$ cat config.mk
export PLATFORM = sky130hd
export DESIGN_NAME = drc_ctrl
export DESIGN_NICKNAME = d
export VERILOG_FILES = /design/src/verilog/drc_pkg.sv /design/src/verilog/drc_ctrl.sv /design/src/verilog/drc_refresh_timer.sv
export SDC_FILE = /design/constraint.sdc
export NUM_CORES = 1
export LEC_CHECK = 0
export CAP_MARGIN = 30
export CORE_ASPECT_RATIO = 0.8
export CORE_MARGIN = 2
export CORE_UTILIZATION = 35
export DETAILED_ROUTE_END_ITERATION = 8
export DONT_BUFFER_PORTS = 1
export GPL_TIMING_DRIVEN = 0
export SYNTH_ARGS = -nofsm -noshare
export SYNTH_HDL_FRONTEND = slang
export SYNTH_SLANG_ARGS = --single-unit
$ cat constraint.sdc
create_clock -name ref_clk -period 9.2 [get_ports ref_clk]
set_input_delay 0.46 -clock ref_clk [delete_from_list [all_inputs] [get_ports ref_clk]]
set_output_delay 0.46 -clock ref_clk [all_outputs]
set_load 0.005 [all_outputs]
$ cat src/verilog/drc_pkg.sv
/*
 drc_pkg: constants, state names, state-bit layout and pin bundle of the
 dram refresh controller.
 assumes a single 25 MHz ref_clk and a processor bus on asynchronous pins.
*/
// Contract
// - both acks high insert waits; 10 is 8, 01 is 16, 00 is 32 bits.
// - both acknowledge outputs follow one common acknowledge, asserting and releasing together.
// - eighteen states in nine bits; strobes, ack, refresh taken straight from bits; code registers row strobes and acks in own flops.
// - power-up state is all low; first edge moves to idle, everything inactive.
// - request from idle picks column from address bits 1:0, one row-phase clock.
// - row bit with top address bit picks upper or lower row; refresh drives both.
// - after row phase, size picks column strobes from start column, never past four.
// - every column state asserts the acknowledge together with its column strobes.
// - column state holds until master strobe rises, then idle releases everything.
// - refresh request beats a memory request arriving in idle at once.
// - refresh arriving mid-access waits until the access returns to idle.
// - refresh runs two states, both rows low, for the minimum row period.
// - refresh timer counts 0 to 311, pulse at 311 sets request latch.
// - request latch clears when the machine shows its refresh-active state bit.
// - 9-bit row counter increments on each due pulse; refresh uses its value.
// - refresh puts the row count on the low nine address lines, all rows low.
// - mux gives address 21:12 in idle and row, 11:2 in columns, count in refresh.
// - two row-strobe outputs and four column-strobe outputs.
package drc_pkg;

	localparam int CLK_PERIOD_NS = 40;
	localparam int REF_RAS_MIN_NS = 90;
	// least time rounds up; refresh state one covers the first cycle
	localparam int REF_RAS_MIN_CYCLES = (REF_RAS_MIN_NS + CLK_PERIOD_NS - 1) / CLK_PERIOD_NS;
	localparam int REFRESH_SECOND_CYCLES =
		(REF_RAS_MIN_CYCLES > 2) ? REF_RAS_MIN_CYCLES - 1 : 1;
	localparam int HOLD_W = 4;

	localparam int REFRESH_PERIOD = 312;
	localparam int ROW_CNT_W = 9;
	localparam int MUX_ADDR_W = 10;
	localparam int ADDR_W = 23;
	localparam int ROW_SEL_BIT = 22;
	localparam int ROW_ADDR_LSB = 12;
	localparam int COL_ADDR_LSB = 2;
	localparam int COLS = 4;

	localparam logic [1:0] SIZE_8 = 2'h1;
	localparam logic [1:0] SIZE_16 = 2'h2;
	localparam logic [1:0] SIZE_24 = 2'h3;
	localparam logic [1:0] SIZE_32 = 2'h0;

	typedef enum logic [4:0] {
		ST_BEGIN, ST_IDLE,
		ST_ROW0, ST_ROW1, ST_ROW2, ST_ROW3,
		ST_C0X1, ST_C0X2, ST_C0X3, ST_C0X4,
		ST_C1X1, ST_C1X2, ST_C1X3,
		ST_C2X1, ST_C2X2,
		ST_C3X1,
		ST_REFRESH_FIRST, ST_REFRESH_SECOND
	} drc_state_t;

	// col_n[i] drives column i; all fields active low except the two tags
	typedef struct packed {
		logic [3:0] col_n;
		logic row_n;
		logic ack_n;
		logic refresh_n;
		logic state_tag_hi;
		logic state_tag_lo;
	} drc_state_bits_t;

	typedef struct packed {
		logic strobe_n;
		logic [1:0] size;
		logic [ADDR_W-1:0] addr;
	} drc_pin_t;

	localparam drc_pin_t PIN_RESET = '{strobe_n: 1'b1, size: 2'h0, addr: '0};
	localparam drc_state_bits_t BITS_RESET = '0;

endpackage

$ cat src/verilog/drc_ctrl.sv
/*
 drc_ctrl: top of the dram refresh controller. row/column strobe state
 machine, address multiplexer and refresh service for a two-row, four-column
 byte-wide dram behind a 32-bit bus master.
 assumes master pins are asynchronous to ref_clk and that address and size
 are stable while the master strobe is low.
*/
`timescale 1ns/1ps
module drc_ctrl #(
	parameter int REFRESH_PERIOD = drc_pkg::REFRESH_PERIOD,
	parameter int ROW_W = drc_pkg::ROW_CNT_W
) (
	input wire logic ref_clk,
	input wire logic reset,
	input wire logic master_addr_strobe_n,
	input wire logic xfer_size_hi,
	input wire logic xfer_size_lo,
	input wire logic [drc_pkg::ADDR_W-1:0] master_addr,
	output logic row_strobe_lower_n,
	output logic row_strobe_upper_n,
	output logic [drc_pkg::COLS-1:0] col_strobe_n,
	output logic width_ack_hi_n,
	output logic width_ack_lo_n,
	output logic [drc_pkg::MUX_ADDR_W-1:0] dram_mux_addr
);
	if (ROW_W >= drc_pkg::MUX_ADDR_W) begin : g_bad
		$error("drc_ctrl: refresh row does not fit the multiplexed address");
	end

	function automatic drc_pkg::drc_state_bits_t encode(drc_pkg::drc_state_t s);
		drc_pkg::drc_state_bits_t b;
		b = drc_pkg::BITS_RESET;
		unique case (s)
			drc_pkg::ST_BEGIN: b = 9'h000;
			drc_pkg::ST_IDLE: b = {4'hf, 1'b1, 1'b1, 1'b1, 2'h3};
			drc_pkg::ST_ROW0: b = {4'hf, 1'b0, 1'b1, 1'b1, 2'h0};
			drc_pkg::ST_ROW1: b = {4'hf, 1'b0, 1'b1, 1'b1, 2'h1};
			drc_pkg::ST_ROW2: b = {4'hf, 1'b0, 1'b1, 1'b1, 2'h2};
			drc_pkg::ST_ROW3: b = {4'hf, 1'b0, 1'b1, 1'b1, 2'h3};
			drc_pkg::ST_C0X1: b = {4'he, 1'b0, 1'b0, 1'b1, 2'h3};
			drc_pkg::ST_C0X2: b = {4'hc, 1'b0, 1'b0, 1'b1, 2'h3};
			drc_pkg::ST_C0X3: b = {4'h8, 1'b0, 1'b0, 1'b1, 2'h3};
			drc_pkg::ST_C0X4: b = {4'h0, 1'b0, 1'b0, 1'b1, 2'h3};
			drc_pkg::ST_C1X1: b = {4'hd, 1'b0, 1'b0, 1'b1, 2'h3};
			drc_pkg::ST_C1X2: b = {4'h9, 1'b0, 1'b0, 1'b1, 2'h3};
			drc_pkg::ST_C1X3: b = {4'h1, 1'b0, 1'b0, 1'b1, 2'h3};
			drc_pkg::ST_C2X1: b = {4'hb, 1'b0, 1'b0, 1'b1, 2'h3};
			drc_pkg::ST_C2X2: b = {4'h3, 1'b0, 1'b0, 1'b1, 2'h3};
			drc_pkg::ST_C3X1: b = {4'h7, 1'b0, 1'b0, 1'b1, 2'h3};
			drc_pkg::ST_REFRESH_FIRST: b = {4'hf, 1'b0, 1'b1, 1'b0, 2'h3};
			drc_pkg::ST_REFRESH_SECOND: b = {4'hf, 1'b0, 1'b1, 1'b0, 2'h2};
			default: b = drc_pkg::BITS_RESET;
		endcase
		return b;
	endfunction

	function automatic logic is_column(drc_pkg::drc_state_t s);
		return s inside {drc_pkg::ST_C0X1, drc_pkg::ST_C0X2, drc_pkg::ST_C0X3,
			drc_pkg::ST_C0X4, drc_pkg::ST_C1X1, drc_pkg::ST_C1X2, drc_pkg::ST_C1X3,
			drc_pkg::ST_C2X1, drc_pkg::ST_C2X2, drc_pkg::ST_C3X1};
	endfunction

	function automatic logic is_refresh(drc_pkg::drc_state_t s);
		return s inside {drc_pkg::ST_REFRESH_FIRST, drc_pkg::ST_REFRESH_SECOND};
	endfunction

	// pin synchroniser: s1 feeds only s2; a bit changes once s2 and s3 agree
	drc_pkg::drc_pin_t pin_in;
	drc_pkg::drc_pin_t pin_s1_q;
	drc_pkg::drc_pin_t pin_s2_q;
	drc_pkg::drc_pin_t pin_s3_q;
	drc_pkg::drc_pin_t pin_q;
	logic [$bits(drc_pkg::drc_pin_t)-1:0] pin_agree;

	assign pin_in = '{strobe_n: master_addr_strobe_n,
		size: {xfer_size_hi, xfer_size_lo},
		addr: master_addr};
	assign pin_agree = ~(pin_s2_q ^ pin_s3_q);

	always_ff @(posedge ref_clk or posedge reset) begin
		if (reset) begin
			pin_s1_q <= drc_pkg::PIN_RESET;
			pin_s2_q <= drc_pkg::PIN_RESET;
			pin_s3_q <= drc_pkg::PIN_RESET;
		end else begin
			pin_s1_q <= pin_in;
			pin_s2_q <= pin_s1_q;
			pin_s3_q <= pin_s2_q;
		end
	end

	always_ff @(posedge ref_clk or posedge reset) begin
		if (reset) begin
			pin_q <= drc_pkg::PIN_RESET;
		end else begin
			pin_q <= (pin_s2_q & pin_agree) | (pin_q & ~pin_agree);
		end
	end

	// refresh timer, request latch and row counter
	logic refresh_request;
	logic refresh_ack;
	logic [ROW_W-1:0] refresh_row;

	drc_refresh_timer #(
		.PERIOD(REFRESH_PERIOD),
		.ROW_W(ROW_W)
	) i_drc_refresh_timer (
		.ref_clk(ref_clk),
		.reset(reset),
		.refresh_ack(refresh_ack),
		.due_pulse(),
		.refresh_request(refresh_request),
		.refresh_row(refresh_row)
	);

	// state machine
	drc_pkg::drc_state_t state_q;
	drc_pkg::drc_state_t state_d;
	drc_pkg::drc_state_bits_t state_bits_q;
	drc_pkg::drc_state_bits_t bits_d;
	logic [drc_pkg::HOLD_W-1:0] ref_hold_q;
	logic ref_hold_done;

	localparam logic [drc_pkg::HOLD_W-1:0] HOLD_LAST =
		drc_pkg::HOLD_W'(drc_pkg::REFRESH_SECOND_CYCLES - 1);

	assign ref_hold_done = (ref_hold_q == HOLD_LAST);
	assign refresh_ack = ~state_bits_q.refresh_n;
	assign bits_d = encode(state_d);

	always_comb begin
		state_d = state_q;
		unique case (state_q)
			drc_pkg::ST_BEGIN: begin
				state_d = drc_pkg::ST_IDLE;
			end
			drc_pkg::ST_IDLE: begin
				if (refresh_request) begin
					state_d = drc_pkg::ST_REFRESH_FIRST;
				end else if (!pin_q.strobe_n) begin
					unique case (pin_q.addr[1:0])
						2'h0: state_d = drc_pkg::ST_ROW0;
						2'h1: state_d = drc_pkg::ST_ROW1;
						2'h2: state_d = drc_pkg::ST_ROW2;
						2'h3: state_d = drc_pkg::ST_ROW3;
					endcase
				end
			end
			drc_pkg::ST_ROW0: begin
				unique case (pin_q.size)
					drc_pkg::SIZE_8: state_d = drc_pkg::ST_C0X1;
					drc_pkg::SIZE_16: state_d = drc_pkg::ST_C0X2;
					drc_pkg::SIZE_24: state_d = drc_pkg::ST_C0X3;
					drc_pkg::SIZE_32: state_d = drc_pkg::ST_C0X4;
				endcase
			end
			// larger sizes are clipped at the last column
			drc_pkg::ST_ROW1: begin
				if (pin_q.size == drc_pkg::SIZE_8) begin
					state_d = drc_pkg::ST_C1X1;
				end else if (pin_q.size == drc_pkg::SIZE_16) begin
					state_d = drc_pkg::ST_C1X2;
				end else begin
					state_d = drc_pkg::ST_C1X3;
				end
			end
			drc_pkg::ST_ROW2: begin
				if (pin_q.size == drc_pkg::SIZE_8) begin
					state_d = drc_pkg::ST_C2X1;
				end else begin
					state_d = drc_pkg::ST_C2X2;
				end
			end
			drc_pkg::ST_ROW3: begin
				state_d = drc_pkg::ST_C3X1;
			end
			drc_pkg::ST_C0X1, drc_pkg::ST_C0X2, drc_pkg::ST_C0X3, drc_pkg::ST_C0X4,
			drc_pkg::ST_C1X1, drc_pkg::ST_C1X2, drc_pkg::ST_C1X3,
			drc_pkg::ST_C2X1, drc_pkg::ST_C2X2, drc_pkg::ST_C3X1: begin
				if (pin_q.strobe_n) begin
					state_d = drc_pkg::ST_IDLE;
				end
			end
			drc_pkg::ST_REFRESH_FIRST: begin
				state_d = drc_pkg::ST_REFRESH_SECOND;
			end
			drc_pkg::ST_REFRESH_SECOND: begin
				if (ref_hold_done) begin
					state_d = drc_pkg::ST_IDLE;
				end
			end
			default: begin
				state_d = drc_pkg::ST_BEGIN;
			end
		endcase
	end

	always_ff @(posedge ref_clk or posedge reset) begin
		if (reset) begin
			state_q <= drc_pkg::ST_BEGIN;
			state_bits_q <= drc_pkg::BITS_RESET;
		end else begin
			state_q <= state_d;
			state_bits_q <= bits_d;
		end
	end

	// stretches refresh state two so the row strobe meets its minimum low time
	always_ff @(posedge ref_clk or posedge reset) begin
		if (reset) begin
			ref_hold_q <= '0;
		end else if (state_q == drc_pkg::ST_REFRESH_SECOND && !ref_hold_done) begin
			ref_hold_q <= ref_hold_q + 1'b1;
		end else begin
			ref_hold_q <= '0;
		end
	end

	// outputs: rows, acks and mux each their own flop, column strobes straight from the state bits, all in step
	logic row_lower_q;
	logic row_upper_q;
	logic ack_hi_q;
	logic ack_lo_q;
	logic [drc_pkg::MUX_ADDR_W-1:0] mux_q;

	always_ff @(posedge ref_clk or posedge reset) begin
		if (reset) begin
			row_lower_q <= 1'b0;
			row_upper_q <= 1'b0;
		end else begin
			row_lower_q <= ~((~bits_d.row_n & ~pin_q.addr[drc_pkg::ROW_SEL_BIT])
				| ~bits_d.refresh_n);
			row_upper_q <= ~((~bits_d.row_n & pin_q.addr[drc_pkg::ROW_SEL_BIT])
				| ~bits_d.refresh_n);
		end
	end

	// one common acknowledge feeds both width lines: the port is 32 bits
	always_ff @(posedge ref_clk or posedge reset) begin
		if (reset) begin
			ack_hi_q <= 1'b0;
			ack_lo_q <= 1'b0;
		end else begin
			ack_hi_q <= bits_d.ack_n;
			ack_lo_q <= bits_d.ack_n;
		end
	end

	always_ff @(posedge ref_clk or posedge reset) begin
		if (reset) begin
			mux_q <= '0;
		end else if (is_refresh(state_d)) begin
			mux_q <= {{(drc_pkg::MUX_ADDR_W - ROW_W){1'b0}}, refresh_row};
		end else if (is_column(state_d)) begin
			mux_q <= pin_q.addr[drc_pkg::COL_ADDR_LSB +: drc_pkg::MUX_ADDR_W];
		end else begin
			mux_q <= pin_q.addr[drc_pkg::ROW_ADDR_LSB +: drc_pkg::MUX_ADDR_W];
		end
	end

	assign row_strobe_lower_n = row_lower_q;
	assign row_strobe_upper_n = row_upper_q;
	assign col_strobe_n = state_bits_q.col_n;
	assign width_ack_hi_n = ack_hi_q;
	assign width_ack_lo_n = ack_lo_q;
	assign dram_mux_addr = mux_q;
endmodule

$ cat src/verilog/drc_refresh_timer.sv
/*
 drc_refresh_timer: free-running refresh timer, request latch and refresh
 row counter.
 assumes refresh_ack comes from a state bit on the same clock.
*/
`timescale 1ns/1ps
module drc_refresh_timer #(
	parameter int PERIOD = drc_pkg::REFRESH_PERIOD,
	parameter int ROW_W = drc_pkg::ROW_CNT_W
) (
	input wire logic ref_clk,
	input wire logic reset,
	input wire logic refresh_ack,
	output logic due_pulse,
	output logic refresh_request,
	output logic [ROW_W-1:0] refresh_row
);
	localparam int CNT_W = $clog2(PERIOD);
	localparam logic [CNT_W-1:0] LAST = CNT_W'(PERIOD - 1);

	if (PERIOD < 2 || ROW_W < 1) begin : g_bad
		$error("drc_refresh_timer: period or row width out of range");
	end

	logic [CNT_W-1:0] cnt_q;
	logic req_q;
	logic [ROW_W-1:0] row_q;

	// unlatched, true for the whole cycle at the last count
	assign due_pulse = (cnt_q == LAST);
	assign refresh_request = req_q;
	assign refresh_row = row_q;

	always_ff @(posedge ref_clk or posedge reset) begin
		if (reset) begin
			cnt_q <= '0;
		end else if (due_pulse) begin
			cnt_q <= '0;
		end else begin
			cnt_q <= cnt_q + 1'b1;
		end
	end

	// a due pulse in the acknowledge cycle wins, so no refresh is lost
	always_ff @(posedge ref_clk or posedge reset) begin
		if (reset) begin
			req_q <= 1'b0;
		end else begin
			req_q <= due_pulse | (req_q & ~refresh_ack);
		end
	end

	always_ff @(posedge ref_clk or posedge reset) begin
		if (reset) begin
			row_q <= '0;
		end else if (due_pulse) begin
			row_q <= row_q + 1'b1;
		end
	end
endmodule
# Yosys cells after proc, flatten, opt, wreduce, memory -nomap -nowiden
# Memories as Yosys holds them, arrays and structs flattened.
# Index checks and enable logic that the tools add are counted.
# W data, S select, Z words.
[totals]
register_bits = 150
mem_bits_ro = 288
output_inout_bits = 18
wordCells = 103
memories = 1
[op_classes]
add_sub_neg = 3
eq_ne = 37
mux = 14
bitwise_logic = 17
n_reduce_logical = 8
[mem_list]
columns = ["memory", "words", "word_bits", "read_ports", "rd_clocked_by_memory_dff", "wr", "line", "rtl"]
rows = [
  ["(name not given)", 32, 9, 1, 0, 0, "drc_ctrl.sv:33", "unique case (s)"],
]
[op_table]
columns = ["op", "count"]
rows = [
  ["$eq A5 B4 Y1 const B", 16],
  ["$and A26 B26 Y26", 2],
  ["$not A26 Y26", 2],
  ["$pmux W5 S9", 1],
  ["$pmux W5 S4", 2],
  ["$eq A5 B3 Y1 const B", 6],
  ["$or A26 B26 Y26", 1],
  ["$xor A26 B26 Y26", 1],
  ["$eq A5 B5 Y1 const B", 4],
  ["$mux W10", 2],
  ["$mux W5", 4],
  ["$add A9 B1 Y9 const B", 2],
  ["$eq A5 B2 Y1 const B", 2],
  ["$reduce_bool A10 Y1", 1],
  ["$reduce_or A10 Y1", 1],
  ["$eq A9 B9 Y1 const B", 1],
  ["$mux W9", 1],
  ["$eq A2 B2 Y1 const B", 4],
  ["$mux W3", 2],
  ["$eq A5 B1 Y1 const B", 1],
  ["$logic_not A5 Y1", 1],
  ["$not A1 Y1", 5],
  ["$add A4 B1 Y4 const B", 1],
  ["$eq A2 B1 Y1 const B", 2],
  ["9 further kinds", 14],
]

# Logic depth before layout (Yosys ltp)
# An unclocked memory read counts as a cell.
[logic_depth]
ltp_word = 10
depth_mapped = 8
mapped_depth_nobuf = 8

# Cells and area by module
# From an unflattened synthesis, not the netlist that was laid out.
[unflattened]
cells_unflattened = 389
area_unflattened_um2 = 5461.5
[modules_own_cells]
columns = ["mod", "n_inst", "cells_each", "area_each_um2", "seq_area_each_um2"]
rows = [
  ["drc_ctrl", 1, 312, 4606.9, 3283.1],
  ["drc_refresh_timer", 1, 77, 854.6, 475.5],
]

# Worst setup path before layout
# No wires, ideal clock.
[synth_path]
path_kind = "reg2reg"
start = "register (tool-made name)"
end = "register row_lower_q (netlist: row_strobe_lower_n)"
setup_ps = 79
arrival_ps = 1973
required_ps = 9121
setup_slack_ps = 7148
stages_incl_launch_ff = 9
n_path_buf = 0
synth_period_minus_slack_ps = 2052
path_cell_list = "dfrtp_1 -> inv_1 -> ha_1 -> or3_1 -> nand4b_1 -> o211a_4 -> clkinv_4 -> nor3_1 -> mux2i_1"
[synth_rtl]
columns = ["element", "line", "rtl"]
rows = [
  ["end signal: assignment", "drc_ctrl.sv:232", "row_lower_q <= ~((~bits_d.row_n & ~pin_q.addr[drc_pkg::ROW_SEL_BIT])"],
  ["end: declaration", "drc_ctrl.sv:221", "logic row_lower_q;"],
]

==> report_table.html <==
<table>
<tr><th>Metric</th><th>Value</th></tr>
<tr><th colspan="2">Setup path</th></tr>
<tr><td>Worst setup path category</td><td>flop to flop</td></tr>
<tr><td>Required time at the endpoint of the critical path</td><td>9540 ps</td></tr>
<tr><td>Number of buffers and inverters on the critical path</td><td>2</td></tr>
<tr><td>Register-to-Register Setup Slack</td><td>around 6800 ps</td></tr>
<tr><td>Kind of cell with the highest combined delay on the critical path</td><td>simple AND/OR/NAND/NOR gates</td></tr>
<tr><td>Ordered list of cells on the worst path</td><td>inv_1 -&gt; ha_1 -&gt; or3_1 -&gt; nand4b_1 -&gt; o211a_4 -&gt; clkinv_4 -&gt; nor3_1 -&gt; mux2i_1</td></tr>
<tr><td>CP Data Arrival Time</td><td>roughly 2800 ps</td></tr>
<tr><td>Critical path's slowest cell</td><td>sky130_fd_sc_hd__nor3_1</td></tr>
<tr><td>Crit end category</td><td>flop</td></tr>
<tr><td>Startpoint types</td><td>flop</td></tr>
<tr><td>Largest stage delay on the critical path</td><td>between 400 and 500 ps</td></tr>
<tr><td>Top fanout value on the critical path</td><td>7</td></tr>
<tr><th colspan="2">Die</th></tr>
<tr><td>Die outline width</td><td>140.9 microns</td></tr>
<tr><td>I/O Pins</td><td>46</td></tr>
<tr><td>Die area</td><td>0.01601 sq mm</td></tr>
<tr><td>Core Footprint</td><td>0.01486 sq mm</td></tr>
<tr><td>Initial Util</td><td>a little over a third</td></tr>
<tr><td>Die extent in y</td><td>113.6 microns</td></tr>
<tr><td>Site Rows</td><td>40</td></tr>
<tr><th colspan="2">Yosys</th></tr>
<tr><td>Top-area cell type share of the netlist area</td><td>69.57%</td></tr>
<tr><td>Cell types occupying the most area after synthesis</td><td>sky130_fd_sc_hd__dfrtp_1, sky130_fd_sc_hd__maj3_1, sky130_fd_sc_hd__mux2i_1</td></tr>
<tr><td>Total of flip-flops plus latches after synthesis</td><td>150</td></tr>
<tr><td>Synth async-reset ratio</td><td>100.0%</td></tr>
<tr><td>Top-count cell post-synth</td><td>sky130_fd_sc_hd__dfrtp_1</td></tr>
<tr><td>Yosys top cell by area</td><td>sky130_fd_sc_hd__dfrtp_1</td></tr>
<tr><td>Number of unique standard cell types used by synthesis</td><td>49</td></tr>
<tr><td>Top post-synthesis cells by count</td><td>sky130_fd_sc_hd__dfrtp_1, sky130_fd_sc_hd__maj3_1, sky130_fd_sc_hd__nor2_1</td></tr>
<tr><td>Proportion of synthesized chip area in sequential cells</td><td>71.57%</td></tr>
<tr><td>Post-Syn Instances</td><td>~360</td></tr>
<tr><td>Synthesized netlist net count</td><td>396</td></tr>
<tr><td>Area of the mapped netlist</td><td>0.005251 sq mm</td></tr>
<tr><td>Syn. warnings</td><td>0</td></tr>
<tr><td>Number of enable flip-flop cells after synthesis</td><td>0</td></tr>
<tr><td>Synth Area per Inst</td><td>14.55 sq um</td></tr>
<tr><td>Primary FF master, synth</td><td>sky130_fd_sc_hd__dfrtp_1</td></tr>
<tr><th colspan="2">GRT</th></tr>
<tr><td>Global-route met3 utilization</td><td>under 10%</td></tr>
<tr><td>Number of global-route vias before repair</td><td>2940</td></tr>
<tr><td>Total overflow reported by the global router</td><td>0</td></tr>
<tr><td>Combined global-route utilization of all metal layers</td><td>12.10%</td></tr>
<tr><td>Global routing met2 resource utilization</td><td>~17%</td></tr>
<tr><td>Largest net degree at the start of global routing</td><td>81</td></tr>
<tr><td>Peak-usage layer in the global routing report</td><td>met2</td></tr>
<tr><td>Number of antenna violations at the first check in global routing</td><td>0</td></tr>
<tr><td>GR Layer Usage met1</td><td>16.00%</td></tr>
<tr><td>Global-route wire length before repair</td><td>14.72 mm</td></tr>
<tr><th colspan="2">STA</th></tr>
<tr><td>Slew at the pin with the worst max-slew slack</td><td>642.4 ps</td></tr>
<tr><td>Final Hold Fails</td><td>3</td></tr>
<tr><td>Final Hold Slack</td><td>-2.490 ps</td></tr>
<tr><td>Setup repair after global routing missed its margin</td><td>false</td></tr>
<tr><td>Highest achievable clock rate</td><td>414.9 MHz</td></tr>
<tr><td>Time the final worst path needs with I/O delays and setup</td><td>between 2000 and 2500 ps</td></tr>
<tr><td>Aggregate negative setup slack</td><td>0 ps</td></tr>
<tr><td>Clock Skew</td><td>between 4 and 5 ps</td></tr>
<tr><td>Crit share post-route</td><td>26.20%</td></tr>
<tr><td>Smallest setup slack after layout</td><td>6790 ps</td></tr>
<tr><td>Setup violators final</td><td>0</td></tr>
<tr><td>Total count of max-transition violations in the final report</td><td>0</td></tr>
<tr><td>Remaining max-slew budget at the tightest pin</td><td>57.17%</td></tr>
<tr><th colspan="2">Place</th></tr>
<tr><td>Final GP Congestion</td><td>0.8973</td></tr>
<tr><td>Placed Instances</td><td>551</td></tr>
<tr><td>HPWL after detailed placement</td><td>5.514 mm</td></tr>
<tr><td>Placed inst area</td><td>0.005520 sq mm</td></tr>
<tr><td>Count of input and output buffers</td><td>0</td></tr>
<tr><td>Worst setup timing slack at the placement stage</td><td>approximately 7000 ps</td></tr>
<tr><th colspan="2">Routing</th></tr>
<tr><td>TritonRoute pass-1 iters</td><td>4</td></tr>
<tr><td>Per-cell routed wire length</td><td>between 10 and 15 microns</td></tr>
<tr><td>Vias/cell</td><td>4.818</td></tr>
<tr><td>Violation count after the first detailed-routing iteration</td><td>145</td></tr>
<tr><td>Drt total wl</td><td>8.581 mm</td></tr>
<tr><td>Remaining routing DRC violations</td><td>0</td></tr>
<tr><td>Number of nets still failing antenna checks after routing</td><td>0</td></tr>
<tr><td>Via count</td><td>~2800</td></tr>
<tr><th colspan="2">Finish</th></tr>
<tr><td>Net count, final</td><td>416</td></tr>
<tr><td>Multi-input combinational cell area</td><td>between 0.001 and 0.0015 sq mm</td></tr>
<tr><td>Finished layout cell area</td><td>0.006071 sq mm</td></tr>
<tr><td>Sequential cell area</td><td>between 0.003 and 0.004 sq mm</td></tr>
<tr><td>Layout cells sized above 1</td><td>14.72%</td></tr>
<tr><td>Final cell count without fillers</td><td>583</td></tr>
<tr><td>Number of inserted filler cells in the final layout</td><td>1366</td></tr>
<tr><td>Layout area overhead</td><td>15.61%</td></tr>
<tr><td>Number of antenna cells inserted</td><td>0</td></tr>
<tr><th colspan="2">Flow run</th></tr>
<tr><td>Max capacitance violation total</td><td>0</td></tr>
<tr><th colspan="2">Status</th></tr>
<tr><td>Violations in the final reports</td><td>hold timing</td></tr>
<tr><td>Outcome</td><td>finished, violations left</td></tr>
<tr><th colspan="2">CTS</th></tr>
<tr><td>Post_cts resized</td><td>0</td></tr>
<tr><td>CTS sink count</td><td>150</td></tr>
<tr><td>H-tree levels</td><td>4</td></tr>
<tr><td>Max Root-Sink Buffers</td><td>2</td></tr>
<tr><td>Post-CTS setup repair buffer count</td><td>0</td></tr>
<tr><td>Clock Root Buffer</td><td>sky130_fd_sc_hd__clkbuf_16</td></tr>
<tr><td>Clk_lat worst skew</td><td>420 ps</td></tr>
<tr><td>Total clock buffers created by CTS</td><td>17</td></tr>
<tr><td>Cts hold-fix bufs</td><td>0</td></tr>
<tr><td>Clk slew on worst S/H paths</td><td>60 ps</td></tr>
<tr><td>Clock tree from TritonCTS</td><td>done</td></tr>
<tr><th colspan="2">Power and ir drop</th></tr>
<tr><td>Overall power of the completed layout</td><td>roughly 1.7 mW</td></tr>
<tr><td>Pwr Density</td><td>approximately 290 mW/mm^2</td></tr>
<tr><td>Highest ir drop seen on vdd</td><td>0.1293 mV</td></tr>
<tr><td>Leakage power</td><td>2.627 nW</td></tr>
<tr><th colspan="2">Hold path</th></tr>
<tr><td>Min-Delay Path Class</td><td>primary input to async pin</td></tr>
</table>
==> cells by family (layout without fill, tap and decap cells) <==
group / after synthesis / count (layout) / synth area share [%]
mux: 13 / 13 / 2.502
compound gates: 41 / 41 / 5.838
flops: 150 / 150 / 71.57
buf+inv: 24 / 57 / 2.311
xor+xnor: 17 / 17 / 2.835
fa+ha+maj: 33 / 33 / 6.624
simple gates: 83 / 83 / 8.315
==> report_power, final <==
part	switching [mW]	internal (mW)	total, mW	leakage, nW
Combinational	0.196	0.136	0.332	0.579
Clock	0.263	0.376	0.639	0.265
Sequential	0.0410	0.736	0.777	1.78
==> per-stage QoR <==
| stage | util (%) | hold slack [ps] |
|---|---|---|
| floorplan | - | 331.2 |
| global placement | 36.92 | 332.9 |
| detailed placement | 37.14 | 334.7 |
| CTS | 40.84 | 9.335 |
| global route | 40.84 | 6.894 |
| finish | 40.84 | -2.490 |
==> path summary, 6_finish.rpt <==
path / start / to / cells past startpoint
min in group ref_clk: master_addr_strobe_n / pin_s1_q[25]$_DFF_PP1_ / 0
min reg2reg: pin_s1_q[5]$_DFF_PP0_ / pin_s2_q[5]$_DFF_PP0_ / 0
max in group asynchronous: reset / pin_s2_q[20]$_DFF_PP0_ / 2
max reg2reg: flop / row_strobe_lower_n$_DFF_PP0_ / 8
max: flop / row_strobe_lower_n$_DFF_PP0_ / 8
min: reset / async pin / 1
==> routing by layer <==
metal,routed length (microns),vias up
li1,-,1292
met3,387,20
met1,4064,1426
met2,3915,71
met5,0,-
met4,213,0
==> cell usage in the layout (no fill, tap or decap), types with 5 or more instances in the layout <==
cell type	count
sky130_fd_sc_hd__nor4_1	5
sky130_fd_sc_hd__xor2_1	8
sky130_fd_sc_hd__o21ai_0	12
sky130_fd_sc_hd__a21oi_1	7
sky130_fd_sc_hd__buf_4	5
sky130_fd_sc_hd__clkbuf_16	17
sky130_fd_sc_hd__clkinv_2	6
sky130_fd_sc_hd__xnor2_1	9
sky130_fd_sc_hd__nand4_1	5
sky130_fd_sc_hd__inv_1	6
sky130_fd_sc_hd__nand2_1	16
sky130_fd_sc_hd__mux2i_1	12
sky130_fd_sc_hd__nor2_1	21
sky130_fd_sc_hd__dfrtp_1	146
sky130_fd_sc_hd__buf_2	6
sky130_fd_sc_hd__ha_1	7
sky130_fd_sc_hd__maj3_1	26
sky130_fd_sc_hd__nand3_1	9
==> area by class of cell <==
| class | instances | area share (%) |
|---|---|---|
| sequential | 150 | 61.91 |
| multi-input combinational | 187 | 22.59 |
| clock buffer | 19 | 7.296 |
| tap | 189 | 3.895 |
| clock inverter | 13 | 1.772 |
| buffer | 14 | 1.298 |
| inverter | 10 | 0.7832 |
| timing repair buffer | 1 | 0.4534 |
Power figures use the tool's default switching activity.
